**src/shared/usbc_pkg.sv**
```systemverilog
package usbc_pkg;
   // Register offsets within the module (byte addresses, 8-bit registers)
   localparam logic [3:0] USBC_OFF_CTRL_A = 4'h0;
   localparam logic [3:0] USBC_OFF_CTRL_B = 4'h1;
   localparam logic [3:0] USBC_OFF_BUS_STATE = 4'h2;
   localparam logic [3:0] USBC_OFF_DEV_ADDR = 4'h3;
   localparam logic [3:0] USBC_OFF_DQ_WIDX = 4'h4;
   localparam logic [3:0] USBC_OFF_DQ_RIDX = 4'h5;
   localparam logic [3:0] USBC_OFF_IRQ_EN_BUS = 4'h6;
   localparam logic [3:0] USBC_OFF_IRQ_EN_XFER = 4'h7;
   localparam logic [3:0] USBC_OFF_EPT_LOW = 4'h8;
   localparam logic [3:0] USBC_OFF_EPT_HIGH = 4'h9;
   localparam logic [3:0] USBC_OFF_FLAGS_CLR = 4'ha;
   localparam logic [3:0] USBC_OFF_FLAGS_SET = 4'hb;
   // Field positions
   localparam int USBC_CTRLA_SPEED_BIT = 6;
   localparam int USBC_CTRLB_REFUSE_BIT = 1;
   localparam int USBC_CTRLB_ATTACH_BIT = 0;
   localparam int USBC_IEN_FRAME_BIT = 7;
   localparam int USBC_IEN_LINE_EV_BIT = 6;
   localparam int USBC_IEN_LINE_ERR_BIT = 5;
   localparam int USBC_IEN_HALT_BIT = 4;
   localparam int USBC_IEN_XFER_BIT = 1;
   localparam int USBC_IEN_CTRL_BIT = 0;
   // Reset values and masks
   localparam logic [7:0] USBC_RST_BYTE = 8'h00;
   localparam logic [7:0] USBC_CTRLB_MASK = 8'h17;
   localparam logic [7:0] USBC_IEN_BUS_MASK = 8'hf3;
   localparam logic [7:0] USBC_IEN_XFER_MASK = 8'h03;
   localparam logic [7:0] USBC_ADDR_MASK = 8'h7f;
   // Implemented table pointer width (SRAM size dependent)
   localparam int USBC_EPT_BITS = 13;
   // Timing
   localparam int USBC_CLK_HZ = 20000000;
   localparam int USBC_IDLE_US = 3000;
   localparam int USBC_SE0_NS = 2500;
   localparam int USBC_IDLE_CYC = USBC_IDLE_US * (USBC_CLK_HZ / 1000000);
   localparam int USBC_SE0_CYC = (USBC_SE0_NS * (USBC_CLK_HZ / 1000000) + 999) / 1000;
   // Line states seen by the block
   typedef enum logic [1:0] {USBC_LS_IDLE, USBC_LS_SE0, USBC_LS_ACTIVE} usbc_line_e;
   // Register bus request
   typedef struct packed {
      logic wr;
      logic rd;
      logic [3:0] addr;
      logic [7:0] wdata;
   } usbc_req_s;
   // Events from the serial engine
   typedef struct packed {
      logic frame_start;
      logic iso_crc_err;
      logic in_starved;
      logic out_refused;
      logic halt_sent;
      logic xfer_done;
      logic control_done;
      logic upstream_wake;
      logic dq_push;
   } usbc_evt_s;
endpackage

```
**src/rtl/usbc_ctrl.sv**
```systemverilog
`timescale 1ns/1ps
// What this block does
// [RL1] Refuse-all bit NAKs all but SETUP
// [RL2] Attach bit drives speed-selected pull-up
// [RL3] Bus status four flags, upper bits zero
// [RL4] Suspended flag after 3 ms idle
// [RL5] Bus reset flag after 2.5 us SE0
// [RL6] Respond only to matching 7-bit address
// [RL7] Write index readable; write flushes queue
// [RL8] Read index readable; write flushes queue
// [RL9] Software keeps table base even
// [RL10] Unimplemented table base bits read zero
// [RL11] Frame-start enable gated by nonzero level
// [RL12] Line-event enable covers suspend/resume/reset
// [RL13] Line-error enable covers crc/under/overflow
// [RL14] Halt enable gated by nonzero level
// [RL15] Two-bit level, zero disables all
// [RL16] Transfer-done enable for IN/OUT
// [RL17] Control-done enable; upper bits read zero
// [RL18] Flags at clear and set addresses
// [RL19] Frame-start flag on SOF
// [RL20] Idle-sleep flag after 3 ms idle
// [RL21] Wake flag on activity while suspended
// [RL22] Line-reset flag on bus reset
// [RL23] Iso check error flag on CRC error
// [RL24] Starved and refused flags per direction
// [RL25] Halt flag on STALL handshake
// [RL26] Speed bit zero low, one full
// [RL27] Set beats clear in same cycle
module usbc_ctrl (
   input wire logic mclk,
   input wire logic rst,
   input wire usbc_pkg::usbc_req_s req,
   output logic [7:0] rdata,
   input wire usbc_pkg::usbc_line_e line,
   input wire usbc_pkg::usbc_evt_s evt,
   input wire logic [6:0] tok_addr,
   input wire logic tok_valid,
   input wire logic tok_setup,
   output logic addr_match,
   output logic force_nak,
   output logic sram_block,
   output logic dp_pullup,
   output logic dm_pullup,
   output logic [12:0] ep_table_base,
   output logic [4:0] dq_wr_index,
   output logic [4:0] dq_rd_index,
   output logic [7:0] wake_out,
   output logic [1:0] bus_irq_lvl,
   output logic [1:0] xfer_irq_lvl
);
   import usbc_pkg::*;

   // Whole state of the block
   typedef struct packed {
      // Software-visible registers, except xflags, which has no read path
      logic [7:0] ctrl_a;
      logic [7:0] ctrl_b;
      logic [3:0] bus_state;
      logic [6:0] dev_addr;
      logic [4:0] dq_w;
      logic [4:0] dq_r;
      logic [USBC_EPT_BITS-1:0] ept;
      logic [7:0] ien_bus;
      logic [1:0] ien_xfer;
      logic [7:0] flags;
      logic [1:0] xflags;
      // Line timers, saturating at their thresholds
      logic [22:0] idle_cnt;
      logic [7:0] se0_cnt;
      // Registered outputs
      logic [7:0] rdata;
      logic addr_match;
      logic force_nak;
      logic sram_block;
      logic dp_pu;
      logic dm_pu;
      logic [1:0] bus_irq;
      logic [1:0] xfer_irq;
   } usbc_state_s;

   usbc_state_s s_q;
   usbc_state_s s_d;
   logic wr_hit;
   logic [7:0] flag_evt;
   logic [1:0] lvl;
   logic bus_pend;
   logic xfer_pend;

   // Wake is a plain combinational path from the line so it works with no clock
   assign wake_out = {7'h00, s_q.bus_state[1] & (line != USBC_LS_IDLE)}; // RL21

   // Next-state logic
   always_comb begin
      s_d = s_q;
      wr_hit = req.wr;
      lvl = s_q.ien_bus[1:0];
      // Idle counter: saturates; suspend flag when reached
      if (line == USBC_LS_IDLE) begin
         if (s_q.idle_cnt < 23'(USBC_IDLE_CYC)) begin
            s_d.idle_cnt = s_q.idle_cnt + 23'd1;
         end
      end else begin
         s_d.idle_cnt = 23'd0;
      end
      // SE0 counter for bus reset
      if (line == USBC_LS_SE0) begin
         if (s_q.se0_cnt < 8'(USBC_SE0_CYC)) begin
            s_d.se0_cnt = s_q.se0_cnt + 8'd1;
         end
      end else begin
         s_d.se0_cnt = 8'd0;
      end
      s_d.bus_state[1] = (s_d.idle_cnt == 23'(USBC_IDLE_CYC)); // RL4
      s_d.bus_state[0] = (s_d.se0_cnt == 8'(USBC_SE0_CYC)); // RL5
      // Downstream resume: activity while suspended
      if (s_q.bus_state[1] && line == USBC_LS_ACTIVE) begin
         s_d.bus_state[2] = 1'b1;
      end else if (line == USBC_LS_IDLE && s_d.bus_state[1]) begin
         s_d.bus_state[2] = 1'b0;
      end
      if (evt.upstream_wake) begin
         s_d.bus_state[3] = 1'b1; // RL3
      end else if (s_q.bus_state[1] && !s_d.bus_state[1]) begin
         // Held until the bus leaves suspend so software can still see it
         s_d.bus_state[3] = 1'b0;
      end
      // Hardware events into flag bits
      flag_evt = {evt.frame_start, // RL19
                  s_d.bus_state[1] & ~s_q.bus_state[1], // RL20
                  s_q.bus_state[1] & (line != USBC_LS_IDLE), // RL21
                  s_d.bus_state[0] & ~s_q.bus_state[0], // RL22
                  evt.iso_crc_err, // RL23
                  evt.in_starved, evt.out_refused, // RL24
                  evt.halt_sent}; // RL25
      // Register writes
      if (wr_hit) begin
         case (req.addr)
            USBC_OFF_CTRL_A: s_d.ctrl_a = req.wdata;
            USBC_OFF_CTRL_B: s_d.ctrl_b = req.wdata & USBC_CTRLB_MASK;
            USBC_OFF_DEV_ADDR: s_d.dev_addr = req.wdata[6:0]; // RL6
            USBC_OFF_DQ_WIDX, USBC_OFF_DQ_RIDX: begin
               s_d.dq_w = 5'd0; // RL7
               s_d.dq_r = 5'd0; // RL8
            end
            USBC_OFF_EPT_LOW: s_d.ept[7:0] = req.wdata;
            USBC_OFF_EPT_HIGH: s_d.ept[USBC_EPT_BITS-1:8] = req.wdata[USBC_EPT_BITS-9:0]; // RL10
            USBC_OFF_IRQ_EN_BUS: s_d.ien_bus = req.wdata & USBC_IEN_BUS_MASK;
            USBC_OFF_IRQ_EN_XFER: s_d.ien_xfer = req.wdata[1:0]; // RL17
            USBC_OFF_FLAGS_CLR: s_d.flags = s_q.flags & ~req.wdata; // RL18
            USBC_OFF_FLAGS_SET: s_d.flags = s_q.flags | req.wdata; // RL18
            default: begin
            end
         endcase
      end
      // Queue pointer advance when no flush is written this cycle
      if (evt.dq_push && !(wr_hit && (req.addr == USBC_OFF_DQ_WIDX ||
                                      req.addr == USBC_OFF_DQ_RIDX))) begin
         s_d.dq_w = s_q.dq_w + 5'd1;
      end
      // Events applied last so a set wins over a same-cycle clear
      s_d.flags = s_d.flags | flag_evt; // RL27
      s_d.xflags = s_q.xflags | {evt.xfer_done, evt.control_done};
      // Read mux; unmapped offsets read zero
      case (req.addr)
         USBC_OFF_CTRL_A: s_d.rdata = s_q.ctrl_a;
         USBC_OFF_CTRL_B: s_d.rdata = s_q.ctrl_b;
         USBC_OFF_BUS_STATE: s_d.rdata = {4'h0, s_q.bus_state}; // RL3
         USBC_OFF_DEV_ADDR: s_d.rdata = {1'b0, s_q.dev_addr};
         USBC_OFF_DQ_WIDX: s_d.rdata = {3'h0, s_q.dq_w}; // RL7
         USBC_OFF_DQ_RIDX: s_d.rdata = {3'h0, s_q.dq_r}; // RL8
         USBC_OFF_EPT_LOW: s_d.rdata = s_q.ept[7:0];
         USBC_OFF_EPT_HIGH: s_d.rdata = {3'h0, s_q.ept[USBC_EPT_BITS-1:8]}; // RL10
         USBC_OFF_IRQ_EN_BUS: s_d.rdata = s_q.ien_bus;
         USBC_OFF_IRQ_EN_XFER: s_d.rdata = {6'h00, s_q.ien_xfer}; // RL17
         USBC_OFF_FLAGS_CLR, USBC_OFF_FLAGS_SET: s_d.rdata = s_q.flags; // RL18
         default: s_d.rdata = 8'h00;
      endcase
      // Address filter and global refuse
      s_d.addr_match = tok_valid && (tok_addr == s_q.dev_addr); // RL6
      s_d.force_nak = tok_valid && !tok_setup && s_q.ctrl_b[USBC_CTRLB_REFUSE_BIT]; // RL1
      s_d.sram_block = s_d.force_nak; // RL1
      // Pull-up follows attach and speed
      s_d.dp_pu = s_q.ctrl_b[USBC_CTRLB_ATTACH_BIT] && s_q.ctrl_a[USBC_CTRLA_SPEED_BIT]; // RL2
      s_d.dm_pu = s_q.ctrl_b[USBC_CTRLB_ATTACH_BIT] && !s_q.ctrl_a[USBC_CTRLA_SPEED_BIT]; // RL26
      // Interrupt request per vector
      bus_pend = (s_q.ien_bus[USBC_IEN_FRAME_BIT] && s_q.flags[7]) || // RL11
                 (s_q.ien_bus[USBC_IEN_LINE_EV_BIT] && |s_q.flags[6:4]) || // RL12
                 (s_q.ien_bus[USBC_IEN_LINE_ERR_BIT] && |s_q.flags[3:1]) || // RL13
                 (s_q.ien_bus[USBC_IEN_HALT_BIT] && s_q.flags[0]); // RL14
      xfer_pend = (s_q.ien_xfer[USBC_IEN_XFER_BIT] && s_q.xflags[1]) || // RL16
                  (s_q.ien_xfer[USBC_IEN_CTRL_BIT] && s_q.xflags[0]); // RL17
      s_d.bus_irq = bus_pend ? lvl : 2'b00; // RL15
      s_d.xfer_irq = xfer_pend ? lvl : 2'b00; // RL15
   end

   // State register
   always_ff @(posedge mclk) begin
      if (rst) begin
         s_q <= '0;
      end else begin
         s_q <= s_d;
      end
   end

   // Outputs straight from the state register
   assign rdata = s_q.rdata;
   assign addr_match = s_q.addr_match;
   assign force_nak = s_q.force_nak;
   assign sram_block = s_q.sram_block;
   assign dp_pullup = s_q.dp_pu;
   assign dm_pullup = s_q.dm_pu;
   assign ep_table_base = {s_q.ept[USBC_EPT_BITS-1:1], 1'b0}; // RL9
   assign dq_wr_index = s_q.dq_w;
   assign dq_rd_index = s_q.dq_r;
   assign bus_irq_lvl = s_q.bus_irq;
   assign xfer_irq_lvl = s_q.xfer_irq;

   // Checks
   property p_refuse;
      @(posedge mclk) disable iff (rst)
      (tok_valid && !tok_setup && s_q.ctrl_b[1]) |=> force_nak && sram_block;
   endproperty
   a_refuse: assert property (p_refuse) else $error("refuse-all not applied"); // RL1
   property p_attach;
      @(posedge mclk) disable iff (rst)
      !s_q.ctrl_b[0] |=> !dp_pullup && !dm_pullup;
   endproperty
   a_attach: assert property (p_attach) else $error("pull-up while detached"); // RL2
   property p_speed;
      @(posedge mclk) disable iff (rst)
      (s_q.ctrl_b[0] && !s_q.ctrl_a[6]) |=> dm_pullup && !dp_pullup;
   endproperty
   a_speed: assert property (p_speed) else $error("low speed pull-up wrong"); // RL26
   property p_se0;
      @(posedge mclk) disable iff (rst)
      (line == USBC_LS_SE0) [*8] |-> ##[1:50] s_q.bus_state[0] || line != USBC_LS_SE0;
   endproperty
   a_se0: assert property (p_se0) else $error("bus reset not flagged"); // RL5
   property p_flush;
      @(posedge mclk) disable iff (rst)
      (req.wr && req.addr == USBC_OFF_DQ_RIDX) |=> dq_rd_index == 5'd0 && dq_wr_index == 5'd0;
   endproperty
   a_flush: assert property (p_flush) else $error("queue not flushed"); // RL8
   property p_setwins;
      @(posedge mclk) disable iff (rst)
      (evt.halt_sent && req.wr && req.addr == USBC_OFF_FLAGS_CLR) |=> s_q.flags[0];
   endproperty
   a_setwins: assert property (p_setwins) else $error("event lost to clear"); // RL27
   property p_lvl0;
      @(posedge mclk) disable iff (rst)
      $past(s_q.ien_bus[1:0]) == 2'b00 |-> bus_irq_lvl == 2'b00 && xfer_irq_lvl == 2'b00;
   endproperty
   a_lvl0: assert property (p_lvl0) else $error("request with level zero"); // RL15
   property p_status_hi;
      @(posedge mclk) disable iff (rst)
      ($past(req.addr) == USBC_OFF_BUS_STATE) |-> rdata[7:4] == 4'h0;
   endproperty
   a_status_hi: assert property (p_status_hi) else $error("status upper bits set"); // RL3
   // Per-source checks on flags, filters, pull-ups, timers, queue flush and request gating
   property p_match;
      @(posedge mclk) disable iff (rst)
      (tok_valid && tok_addr != s_q.dev_addr) |=> !addr_match;
   endproperty
   a_match: assert property (p_match) else $error("foreign address matched"); // RL6
   property p_setup;
      @(posedge mclk) disable iff (rst)
      (tok_valid && tok_setup) |=> !force_nak && !sram_block;
   endproperty
   a_setup: assert property (p_setup) else $error("setup refused"); // RL1
   property p_full;
      @(posedge mclk) disable iff (rst)
      (s_q.ctrl_b[0] && s_q.ctrl_a[6]) |=> dp_pullup && !dm_pullup;
   endproperty
   a_full: assert property (p_full) else $error("full speed pull-up wrong"); // RL2
   property p_susp_early;
      @(posedge mclk) disable iff (rst)
      s_q.bus_state[1] |-> s_q.idle_cnt == 23'(USBC_IDLE_CYC);
   endproperty
   a_susp_early: assert property (p_susp_early) else $error("suspend too early"); // RL4
   property p_se0_early;
      @(posedge mclk) disable iff (rst)
      s_q.bus_state[0] |-> s_q.se0_cnt == 8'(USBC_SE0_CYC);
   endproperty
   a_se0_early: assert property (p_se0_early) else $error("bus reset too early"); // RL5
   property p_flush_w;
      @(posedge mclk) disable iff (rst)
      (req.wr && req.addr == USBC_OFF_DQ_WIDX) |=> dq_rd_index == 5'd0 && dq_wr_index == 5'd0;
   endproperty
   a_flush_w: assert property (p_flush_w) else $error("queue not flushed"); // RL7
   property p_fset;
      @(posedge mclk) disable iff (rst)
      (req.wr && req.addr == USBC_OFF_FLAGS_SET) |=>
         (s_q.flags & $past(req.wdata)) == $past(req.wdata);
   endproperty
   a_fset: assert property (p_fset) else $error("flag not set by write"); // RL18
   property p_frame;
      @(posedge mclk) disable iff (rst)
      evt.frame_start |=> s_q.flags[7];
   endproperty
   a_frame: assert property (p_frame) else $error("frame flag missed"); // RL19
   property p_susp_flag;
      @(posedge mclk) disable iff (rst)
      $rose(s_q.bus_state[1]) |-> s_q.flags[6];
   endproperty
   a_susp_flag: assert property (p_susp_flag) else $error("sleep flag missed"); // RL20
   property p_wake;
      @(posedge mclk) disable iff (rst)
      (s_q.bus_state[1] && line != USBC_LS_IDLE) |=> s_q.flags[5];
   endproperty
   a_wake: assert property (p_wake) else $error("wake flag missed"); // RL21
   property p_rst_flag;
      @(posedge mclk) disable iff (rst)
      $rose(s_q.bus_state[0]) |-> s_q.flags[4];
   endproperty
   a_rst_flag: assert property (p_rst_flag) else $error("line reset flag missed"); // RL22
   property p_iso;
      @(posedge mclk) disable iff (rst)
      evt.iso_crc_err |=> s_q.flags[3];
   endproperty
   a_iso: assert property (p_iso) else $error("check error flag missed"); // RL23
   property p_starved;
      @(posedge mclk) disable iff (rst)
      evt.in_starved |=> s_q.flags[2];
   endproperty
   a_starved: assert property (p_starved) else $error("starved flag missed"); // RL24
   property p_refused;
      @(posedge mclk) disable iff (rst)
      evt.out_refused |=> s_q.flags[1];
   endproperty
   a_refused: assert property (p_refused) else $error("refused flag missed"); // RL24
   property p_sof_irq;
      @(posedge mclk) disable iff (rst)
      (s_q.ien_bus[7] && s_q.flags[7] && |s_q.ien_bus[1:0]) |=>
         bus_irq_lvl == $past(s_q.ien_bus[1:0]);
   endproperty
   a_sof_irq: assert property (p_sof_irq) else $error("frame request missing"); // RL11
   property p_ev_irq;
      @(posedge mclk) disable iff (rst)
      (s_q.ien_bus[6] && |s_q.flags[6:4] && |s_q.ien_bus[1:0]) |=> bus_irq_lvl != 2'b00;
   endproperty
   a_ev_irq: assert property (p_ev_irq) else $error("line event request missing"); // RL12
   property p_err_irq;
      @(posedge mclk) disable iff (rst)
      (s_q.ien_bus[5] && |s_q.flags[3:1] && |s_q.ien_bus[1:0]) |=> bus_irq_lvl != 2'b00;
   endproperty
   a_err_irq: assert property (p_err_irq) else $error("line error request missing"); // RL13
   property p_halt_irq;
      @(posedge mclk) disable iff (rst)
      (s_q.ien_bus[4] && s_q.flags[0] && |s_q.ien_bus[1:0]) |=> bus_irq_lvl != 2'b00;
   endproperty
   a_halt_irq: assert property (p_halt_irq) else $error("halt request missing"); // RL14
   property p_trn_irq;
      @(posedge mclk) disable iff (rst)
      (s_q.ien_xfer[1] && s_q.xflags[1] && |s_q.ien_bus[1:0]) |=> xfer_irq_lvl != 2'b00;
   endproperty
   a_trn_irq: assert property (p_trn_irq) else $error("transfer request missing"); // RL16
   property p_ctl_irq;
      @(posedge mclk) disable iff (rst)
      (s_q.ien_xfer[0] && s_q.xflags[0] && |s_q.ien_bus[1:0]) |=> xfer_irq_lvl != 2'b00;
   endproperty
   a_ctl_irq: assert property (p_ctl_irq) else $error("control request missing"); // RL17
   property p_xfer_off;
      @(posedge mclk) disable iff (rst)
      s_q.ien_xfer == 2'b00 |=> xfer_irq_lvl == 2'b00;
   endproperty
   a_xfer_off: assert property (p_xfer_off) else $error("request with no enable"); // RL16
   // Main scenarios that the bench should reach
   c_suspend: cover property (@(posedge mclk) disable iff (rst) $rose(s_q.bus_state[1]));
   c_irq: cover property (@(posedge mclk) disable iff (rst) bus_irq_lvl != 2'b00);
   c_nak: cover property (@(posedge mclk) disable iff (rst) force_nak);
   c_wake: cover property (@(posedge mclk) disable iff (rst) $rose(s_q.flags[5]));
   c_match: cover property (@(posedge mclk) disable iff (rst) addr_match);
endmodule

```
**config.mk**
```make
export PLATFORM = sky130hd
export DESIGN_NAME = usbc_ctrl
export DESIGN_NICKNAME = d
export VERILOG_FILES = /design/src/shared/usbc_pkg.sv /design/src/rtl/usbc_ctrl.sv
export SDC_FILE = /design/constraint.sdc
export NUM_CORES = 1
export LEC_CHECK = 0
export BUFFER_PORTS_ARGS = -buffer_cell sky130_fd_sc_hd__buf_2
export CAP_MARGIN = 10
export CORE_ASPECT_RATIO = 1.5
export CORE_MARGIN = 2
export CORE_UTILIZATION = 50
export CTS_CLUSTER_SIZE = 30
export DETAILED_ROUTE_END_ITERATION = 6
export GPL_TIMING_DRIVEN = 0
export PLACE_DENSITY = 0.72
export SYNTH_ARGS = -nofsm -noshare
export SYNTH_HDL_FRONTEND = slang
export SYNTH_SLANG_ARGS = --single-unit
```
**constraint.sdc**
```tcl
create_clock -name mclk -period 2.54 [get_ports mclk]
set_input_delay 0.127 -clock mclk [delete_from_list [all_inputs] [get_ports mclk]]
set_output_delay 0.127 -clock mclk [all_outputs]
set_load 0.02 [all_outputs]
```
==> out/metrics.csv, run 1 <==
stage,metric,value,unit
finish,seqCellArea,2120,um2
critical_path,max_stage_delay,0.55,ns
cts,worst_skew_pair.late_latency,0.35,ns
logic_synthesis,yosysTopAreaCell,dfxtp_1,
pwr,p_leak,2.51,nW
placement,globalplace.congestion,0.993,
finish,fin_cells,820,
job,cap_violations,0,
cts,clockBufferDepth,2,
timing,layout_setup_ws,0.108,ns
timing,period_needed,2.43,ns
worst_hold_path,worstHoldPathType,input pin to flop,
critical_path,required,2.79,ns
timing,hold_viol,0,
status,status,"finished, final reports clean",
timing,max-slew-margin-rel,46.5,%
pwr,comb_power_share,8.3,%
critical_path,end_kind,flop,
logic_synthesis,syn_area,5220,um2
timing,setup_viol,0,
logic_synthesis,synth_cells,606,
die,start_util,51.5,%
timing,slew_viol_final,0,
logic_synthesis,yosysTopAreaCellShare,40.7,%
critical_path,path_cells,nor4_4 -> and3_4 -> nand3_4 -> or4_4 -> a211oi_2 -> o211ai_2 -> a31o_2,
logic_synthesis,ys_ff_latch,106,
timing,rsz0062_at_grt,no,
logic_synthesis,async_flop_share,0,%
logic_synthesis,ys.flop_type,dfxtp_1,
placement,dp.cells,798,
cts,htreeDepth,3,
logic_synthesis,ys_types,68,
placement,place_ws,-0.128,ns
pwr,vdd.ir_drop.worst,0.361,mV
finish,drive_gt1_share,21.2,%
die,die_h,129,um
timing,post-route-period-util,95.7,%
routing,totalWireLength,14.7,mm
pwr,clkPwrFrac,41.7,%
pwr,internal-power,2.58,mW
logic_synthesis,yosysWarnings,0,
global_routing,grt_max_degree,18,
global_routing,first_global_vias,4643,
logic_synthesis,yosysSeqAreaShare,40.7,%
pwr,p_sw,0.831,mW
die,io-pin-count,84,
routing,drc,0,
critical_path,cp_slowest_cell,or4_4,
timing,clock_skew,0.00861,ns
finish,fillers,956,
routing,viasPerCell,5.75,
finish,multiInputGateArea,2720,um2
critical_path,critical_path_class,flop to flop,
routing,num_vias,4712,
cts,cts_buffers,9,
pwr,netSwitchingFraction,24.3,%
finish,area_growth_syn_to_layout,17.2,%
logic_synthesis,synthTopCellsByCount,"dfxtp_1 (106), nor2_1 (84), nand2_1 (60), buf_4 (43), a21oi_1 (34)",
critical_path,crit_fanout,6,
timing,fmax,0.411,GHz
pwr,pwr-share-seq,50.1,%
cts,cts.clk_slew.worst_paths,0.07,ns
routing,firstDrtPassIters,5,
critical_path,start_kind,flop,
cts,cts_tree,built,
placement,port_buffers,63,
finish,num-nets-final,737,
global_routing,track_usage,26.5,%
pwr,powerDensity,559,nW/um2
die,die_area,11300,um2
finish,antenna_cells,0,
cts,cts-root-buf,clkbuf_16,
routing,detail-route-antenna-nets,0,
timing,worstMarginPinSlew,0.796,ns
logic_synthesis,yosys-top-cells-area,"dfxtp_1 (41%), buf_4 (6.2%), nor2_1 (6.0%)",
global_routing,grt_overflow,0,
global_routing,antenna_found_initial,0,
logic_synthesis,synth-edff-count,0,
logic_synthesis,synth_most_common_cell,dfxtp_1,
die,core,10100,um2
die,fp.dieW,87.4,um
global_routing,grt_pass1_wl,22.9,mm
routing,wl_per_cell,17.9,um
logic_synthesis,avgSynthCellArea,8.61,um2
critical_path,cp.arrival,2.68,ns
cts,cts_sinks,106,
die,num_rows,45,
placement,dpl.hpwl,11.3,mm
routing,drt_iter0_markers,326,
==> timing repair <==
action / 4_1_cts / 5_1_grt
hold buffers: 3 / 0
gates resized for setup: 1 / 6
endpoints found under the hold margin: 3 / 0
setup buffers: 2 / 1
setup endpoints to repair: 4 / 3
pin swaps: 1 / 6
==> flip-flops by register name (all words and copies together) (netlist names) <==
signal	cells
addr_match	1
ep_table_base	12
lvl	2
xfer_irq_lvl	2
dp_pullup	1
s_q	71
rdata	8
sram_block	1
bus_irq_lvl	2
dm_pullup	1
dq_wr_index	5
==> cells in the final DEF, fill, tap and decap left out, types with 3 or more instances in the layout <==
cell type / instances
o21ai_0: 10
ha_1: 3
o31ai_1: 3
a221oi_1: 9
mux2i_1: 31
inv_1: 6
dlygate4sd3_1: 3
nand2b_1: 3
xor2_1: 12
and2_1: 15
clkbuf_16: 9
nor2b_1: 8
clkbuf_1: 23
buf_1: 5
nand3_2: 3
or3_1: 4
nor3_2: 3
nor3b_1: 6
nor4_1: 4
a21oi_1: 34
nand4_1: 12
buf_2: 65
conb_1: 13
dfxtp_1: 106
a22o_1: 5
o21a_1: 4
xnor2_1: 18
a32oi_1: 7
a31oi_1: 6
nand2_1: 60
nand3_1: 21
nor2_1: 84
and3_1: 6
nor3_1: 6
buf_4: 46
==> stage by stage <==
| step | total power [mW] | cell area, um2 | setup TNS, ns | utilization [%] | hold WS, ns |
|---|---|---|---|---|---|
| floorplan | 1.92 | 5260 | 0 | - | 0.203 |
| global placement | 2.02 | 5720 | -0.279 | 56.5 | 0.295 |
| detailed placement | 2.02 | 5720 | -0.274 | 56.5 | 0.303 |
| CTS | 3.43 | 6080 | 0 | 60.0 | 0.00185 |
| global route | 3.52 | 6110 | 0 | 60.3 | 0.0246 |
| finish | 3.42 | 6110 | 0 | 60.3 | 0.00944 |
==> metal layers <==
metal	up-vias	GRT usage (%)	share of wire, %
li1	2260	-	-
met1	2231	27.4	37
met2	171	48.8	54
met3	50	3.25	4.1
met4	0	17.1	5.1
met5	-	0	0
==> cell families after synthesis <==
family | Yosys count | synth area share, %
AOI/OAI and AO/OA | 101 | 13.7
other | 1 | 0.0719
muxes | 33 | 6.38
DFF | 106 | 40.7
buffers and inverters | 78 | 8.75
adders and majority gates | 3 | 0.720
and+or+nand+nor | 254 | 24.7
xor gates and xnor gates | 30 | 5.04
==> final cells by class <==
type,count,area share (%)
clock inverters,5,1.02
plain buffers,72,7.10
flip-flops and latches,106,34.7
repair buffers,69,6.02
multi-input cells,434,44.4
well taps,117,2.39
clock buffers,11,3.97
inverters,6,0.368
==> final timing paths <==
check	start	cells past startpoint	end	slack, ns
setup / recovery	s_q[47]	7	s_q[100]	0.11
hold / removal	evt[6]	3	s_q[52]	0.009
setup reg to reg	s_q[47]	7	s_q[100]	0.11
hold reg to reg	s_q[68]	2	s_q[68]	0.46
==> power by group through the flow <==
stage	combinational [mW]	clock, mW	sequential [mW]
after floorplan	0.180	0	1.74
after global placement	0.268	0	1.75
after detailed placement	0.273	0	1.75
after CTS	0.278	1.44	1.71
after global routing	0.305	1.50	1.71
final	0.282	1.42	1.71
==> critical path: cells and delay by family (launching register included) <==
| kind | cells | cell delay [ns] |
|---|---|---|
| and+or+nand+nor | 4 | 1.31 |
| AOI/OAI and AO/OA | 3 | 0.68 |
| DFF | 1 | 0.34 |
No activity file was read; power rests on OpenSTA's default activity.
==> run 2: changes to the inputs <==
Settings changed: ABC_AREA set to 1.
==> out/metrics.csv, run 2 <==
stage,metric,value,unit
status,status,"finished, final reports clean",
die,start_util,50.7,%
die,num_rows,46,
cts,cts.clk_slew.worst_paths,0.07,ns
finish,antenna_cells,0,
routing,dr.max_layer_used,met4,
timing,period_needed,2.29,ns
placement,place_ws,0.327,ns
global_routing,grt_max_degree,18,
logic_synthesis,yosysTopAreaCellShare,40.0,%
die,die_h,130,um
routing,firstDrtPassIters,6,
worst_hold_path,worstHoldPathType,input pin to flop,
logic_synthesis,yosysTopAreaCell,dfxtp_1,
critical_path,path_cells,ha_1 -> nand3_2 -> nor2_2 -> nand2_1 -> nor2_1 -> nand3_1 -> nand2_1 -> nand2_1 -> nor2_1 -> nand2_1 -> nor2_2 -> nand3_2 -> nand2_1 -> nand2_1 -> a21oi_2,
finish,drive_gt1_share,19.2,%
cts,cts_tree,built,
logic_synthesis,yosysSeqAreaShare,40.0,%
die,io-pin-count,84,
timing,rsz0062_at_grt,no,
finish,fillers,1042,
routing,totalWireLength,16.0,mm
finish,largest_reg_flops,71,
finish,area_growth_syn_to_layout,16.8,%
logic_synthesis,async_flop_share,0,%
finish,final_cell_mix,"nand2_1 (149), dfxtp_1 (106), inv_1 (89)",
die,core,10500,um2
timing,layout_setup_ws,0.251,ns
pwr,p_leak,2.65,nW
placement,dp.cells,974,
global_routing,first_global_vias,5021,
logic_synthesis,synth-edff-count,0,
logic_synthesis,avgSynthCellArea,7.09,um2
logic_synthesis,ys_ff_latch,106,
critical_path,crit_family,simple AND/OR/NAND/NOR gates,
cts,cts-root-buf,clkbuf_16,
routing,drt_iter0_markers,477,
logic_synthesis,synth_cells,749,
routing,detail-route-antenna-nets,0,
critical_path,cp_slowest_cell,dfxtp_1,
cts,worst_skew_pair.late_latency,0.35,ns
placement,globalplace.congestion,0.932,
finish,num-nets-final,883,
logic_synthesis,yosysWarnings,0,
cts,holdBufCountCts,3,
critical_path,path_common_cell,nand2_1,
cts,cts_sinks,106,
critical_path,crit_fanout,4,
logic_synthesis,syn_area,5310,um2
critical_path,end_kind,flop,
critical_path,cp.arrival,2.57,ns
timing,post-route-period-util,90.1,%
timing,whs,0.0179,ns
routing,wl_met3,1.03,mm
placement,port_buffers,69,
critical_path,required,2.82,ns
timing,clock_skew,0.00778,ns
global_routing,grt_overflow,0,
cts,post_cts_resized,0,
global_routing,track_usage,28.5,%
pwr,powerDensity,539,nW/um2
timing,fmax,0.437,GHz
critical_path,crit_start,s_q[25],
critical_path,critical_path_class,flop to flop,
timing,final.setup.tns,0,ns
timing,setup_viol,0,
critical_path,start_kind,flop,
placement,dpl.hpwl,12.5,mm
finish,final_common_cell,nand2_1,
critical_path,max_stage_delay,0.41,ns
timing,slew_viol_final,0,
routing,drc,0,
logic_synthesis,ys.flop_type,dfxtp_1,
cts,htreeDepth,3,
logic_synthesis,yosys-top-cells-area,"dfxtp_1 (40%), nand2_1 (11%), inv_1 (6.3%)",
routing,wl_met2,8.37,mm
routing,viasPerCell,5.42,
finish,fin_cells,993,
cts,clockBufferDepth,2,
timing,worstMarginPinSlew,0.744,ns
cts,cts_buffers,9,
worst_hold_path,hold_start,tok_valid,
critical_path,r2r_start,s_q[25],
die,die_area,11500,um2
pwr,vdd.ir_drop.worst,0.439,mV
timing,hold_viol,0,
die,fp.dieW,88.1,um
routing,wl_per_cell,16.1,um
cts,post_cts_buffers,0,
logic_synthesis,ys_types,49,
critical_path,path_buf_inv,0,
timing,max-slew-margin-rel,50.2,%
finish,top_register,s_q,
logic_synthesis,synthTopCellsByCount,"nand2_1 (149), dfxtp_1 (106), inv_1 (89), nor2_1 (84), a21oi_1 (51)",
logic_synthesis,synth_most_common_cell,nand2_1,
global_routing,antenna_found_initial,0,
job,cap_violations,0,
global_routing,grt_pass1_wl,24.8,mm
routing,drt-met1-wl,5.59,mm
routing,num_vias,5384,
[run 2: cell types whose count changed in the layout (fill, tap and decap cells not counted), moves of 7 or more]
cell,change
nand2_1,+89
o21ai_0,+24
nor2b_1,-8
nor2_2,+7
nor3_1,+16
mux2i_1,-30
a21oi_1,+17
inv_2,+7
nand3_1,+28
and2_1,-14
inv_1,+83
xnor2_1,-17
a32oi_1,-7
clkbuf_1,-10
[run 2: logic make-up (layout without fill, tap and decap cells)]
family | count (synthesis) | in the layout | share of synthesized area [%]
simple gates | 343 | 343 | 28.8
buf+inv | 156 | 244 | 14.3
compound gates | 128 | 128 | 14.1
flops | 106 | 106 | 40.0
xor+xnor | 11 | 11 | 1.81
fa+ha+maj | 3 | 3 | 0.707
other cells | 1 | 13 | 0.0706
mux | 1 | 1 | 0.189
[run 2: per-layer routing]
metal,vias up,global-route usage [%]
li1,2585,-
met2,251,51.6
met3,63,4.24
met5,-,0
met1,2485,28.9
met4,0,21.2
[run 2: worst paths after layout]
path / end / slack [ns] / cells past startpoint
worst max-delay path: s_q[101] / 0.25 / 15
worst min-delay path: sram_block / 0.02 / 3
worst max register to register: s_q[101] / 0.25 / 15
worst min register to register: s_q[42] / 0.46 / 2
[run 2: per-stage QoR]
step	power (mW)	area [um2]	utilization (%)
final	3.34	6200	59.2
after global routing	3.45	6200	59.2
after CTS	3.36	6200	59.2
after detailed placement	2.02	5880	56.1
after global placement	2.01	5880	56.1
after floorplan	1.91	5350	-
[run 2: power by group]
| part | total (mW) | internal [mW] | switching (mW) |
|---|---|---|---|
| registers | 1.71 | 1.69 | 0.0216 |
| logic | 0.282 | 0.0920 | 0.190 |
| clock network | 1.35 | 0.722 | 0.629 |
[run 2: worst min-delay path, delay by kind of cell]
family / cells / cell delay, ns
AND/OR/NAND/NOR: 1 / 0.04
buffers and inverters: 2 / 0.15
[run 2: area by class of cell]
| class | count | area [um2] | area share (%) |
|---|---|---|---|
| inverters | 97 | 364 | 5.87 |
| clock buffers | 11 | 253 | 4.08 |
| flip-flops and latches | 106 | 2120 | 34.2 |
| well taps | 144 | 180 | 2.91 |
| plain buffers | 59 | 394 | 6.36 |
| multi-input cells | 499 | 2470 | 39.9 |
| repair buffers | 72 | 375 | 6.05 |
| clock inverters | 5 | 37.5 | 0.605 |
==> run 3: changes to the inputs <==
Settings changed: REMOVE_ABC_BUFFERS set to 1.
==> out/metrics.csv, run 3 (synthesis results as in run 2) <==
stage,metric,value,unit
status,status,"finished, final reports clean",
die,start_util,50.7,%
global_routing,grt_pass1_wl,22.3,mm
cts,cts_sinks,106,
pwr,p_leak,2.40,nW
die,io-pin-count,84,
routing,firstDrtPassIters,7,
finish,antenna_cells,0,
job,cap_violations,0,
routing,detail-route-antenna-nets,0,
finish,final_cell_mix,"nand2_1 (149), dfxtp_1 (106), inv_1 (89)",
cts,clockBufferDepth,2,
worst_hold_path,min_to,sram_block,
routing,drc,0,
routing,totalWireLength,13.9,mm
critical_path,critical_path_class,flop to flop,
cts,post_cts_buffers,0,
worst_hold_path,hold_start,tok_valid,
placement,globalplace.congestion,0.937,
finish,utilization,55.5,%
timing,worstMarginPinSlew,1.17,ns
die,fp.dieW,88.1,um
timing,setup_viol,0,
timing,slew_viol_final,0,
global_routing,track_usage,25.0,%
finish,final_common_cell,nand2_1,
critical_path,rrSetupSlack,0.30,ns
worst_hold_path,min_path_cells,3,
pwr,powerDensity,569,nW/um2
critical_path,reg2reg_depth,13,
routing,drt_iter0_markers,367,
critical_path,cp.arrival,2.53,ns
pwr,vdd.ir_drop.worst,0.369,mV
worst_hold_path,worstHoldPathType,input pin to flop,
global_routing,first_global_vias,4834,
cts,worst_skew_pair.late_latency,0.35,ns
timing,rsz0062_at_grt,no,
timing,layout_setup_ws,0.298,ns
die,core,10500,um2
cts,cts-root-buf,clkbuf_16,
cts,cts_tree,built,
cts,cts_buffers,9,
critical_path,worstReg2RegEnd,s_q[101],
finish,drive_gt1_share,14.9,%
critical_path,start_kind,flop,
critical_path,crit_fanout,18,
routing,viasPerCell,5.35,
timing,fmax,0.446,GHz
placement,port_buffers,69,
finish,largest_reg_flops,71,
routing,num_vias,4993,
cts,htreeDepth,3,
global_routing,grt_max_degree,41,
finish,top_register,s_q,
timing,period_needed,2.24,ns
critical_path,r2r_start,s_q[32],
die,die_h,130,um
global_routing,antenna_found_initial,0,
timing,post-route-period-util,88.3,%
global_routing,grt_overflow,0,
die,num_rows,46,
placement,place_ws,-0.00864,ns
critical_path,end_kind,flop,
timing,clock_skew,0.00853,ns
timing,hold_viol,0,
placement,dpl.hpwl,10.4,mm
routing,wl_per_cell,14.9,um
finish,num-nets-final,825,
critical_path,required,2.83,ns
cts,cts.clk_slew.worst_paths,0.08,ns
die,die_area,11500,um2
finish,area_growth_syn_to_layout,9.59,%
timing,max-slew-margin-rel,21.6,%
## run 3: cell count changes in the layout (fill, tap and decap cells not counted), sizes merged
cell,delta
inv,+3
buf,-45
clkinvlp,-2
clkbuf,-15
## run 3: what timing repair did
item	4_1_cts	5_1_grt
hold endpoints to repair	3	0
resized for setup	0	0
hold buffers	3	0
## run 3: cell type report
cell class / instances / area, um2
inverter: 97 / 364
multi-input combinational: 499 / 2470
clock buffer: 9 / 225
clock inverter: 6 / 57.6
sequential: 106 / 2120
timing repair buffer: 73 / 395
fill: 1011 / 4660
tap: 144 / 180
## run 3: power by group
group | leakage (nW) | switching (mW) | total [mW] | internal [mW]
Sequential | 0.858 | 0.0205 | 1.71 | 1.69
Combinational | 1.40 | 0.169 | 0.237 | 0.0676
Clock | 0.140 | 0.681 | 1.37 | 0.685
## run 3: worst max-delay path by stage
stage / start / endpoint / slack [ns] / cells past startpoint
finish: s_q[32] / s_q[101] / 0.30 / 13
global route: s_q[25] / s_q[56] / 0.005 / 15
CTS: s_q[38] / s_q[101] / 0.30 / 15
detailed placement: line[1] / s_q[101] / -0.009 / 11
global placement: rst / s_q[37] / -0.12 / 4
floorplan: s_q[25] / s_q[101] / 0.71 / 15
## run 3: stage by stage
stage | setup TNS, ns | total power, mW | hold slack (ns) | instances | area, um2
after floorplan | 0 | 1.86 | 0.189 | 702 | 4960
after global placement | -1.44 | 1.97 | 0.292 | 915 | 5490
after detailed placement | -0.0150 | 1.98 | 0.295 | 916 | 5510
after CTS | 0 | 3.32 | 0.0279 | 934 | 5820
after global routing | 0 | 3.41 | 0.0406 | 934 | 5820
final | 0 | 3.31 | 0.0319 | 934 | 5820
## run 3: worst max-delay path, cell delays in order (launching register included)
cell and delay [ns]:
dfxtp_1 0.35, o21ai_1 0.25, a21oi_2 0.11, nor2_4 0.37, nand2_4 0.16, nand2_1 0.11
nand3_2 0.08, nor2_2 0.19, nand2_1 0.08, nor2_2 0.14, nand3_2 0.11, nand2_1 0.07
nand2_1 0.06, a21oi_2 0.10
## run 3: metal layers
metal | vias up | part of all wire, % | GRT usage [%]
met3 | 46 | 5.7 | 3.98
met5 | - | 0 | 0
li1 | 2472 | - | -
met1 | 2266 | 37 | 25.7
met4 | 0 | 4.5 | 14.0
met2 | 209 | 52 | 47.0
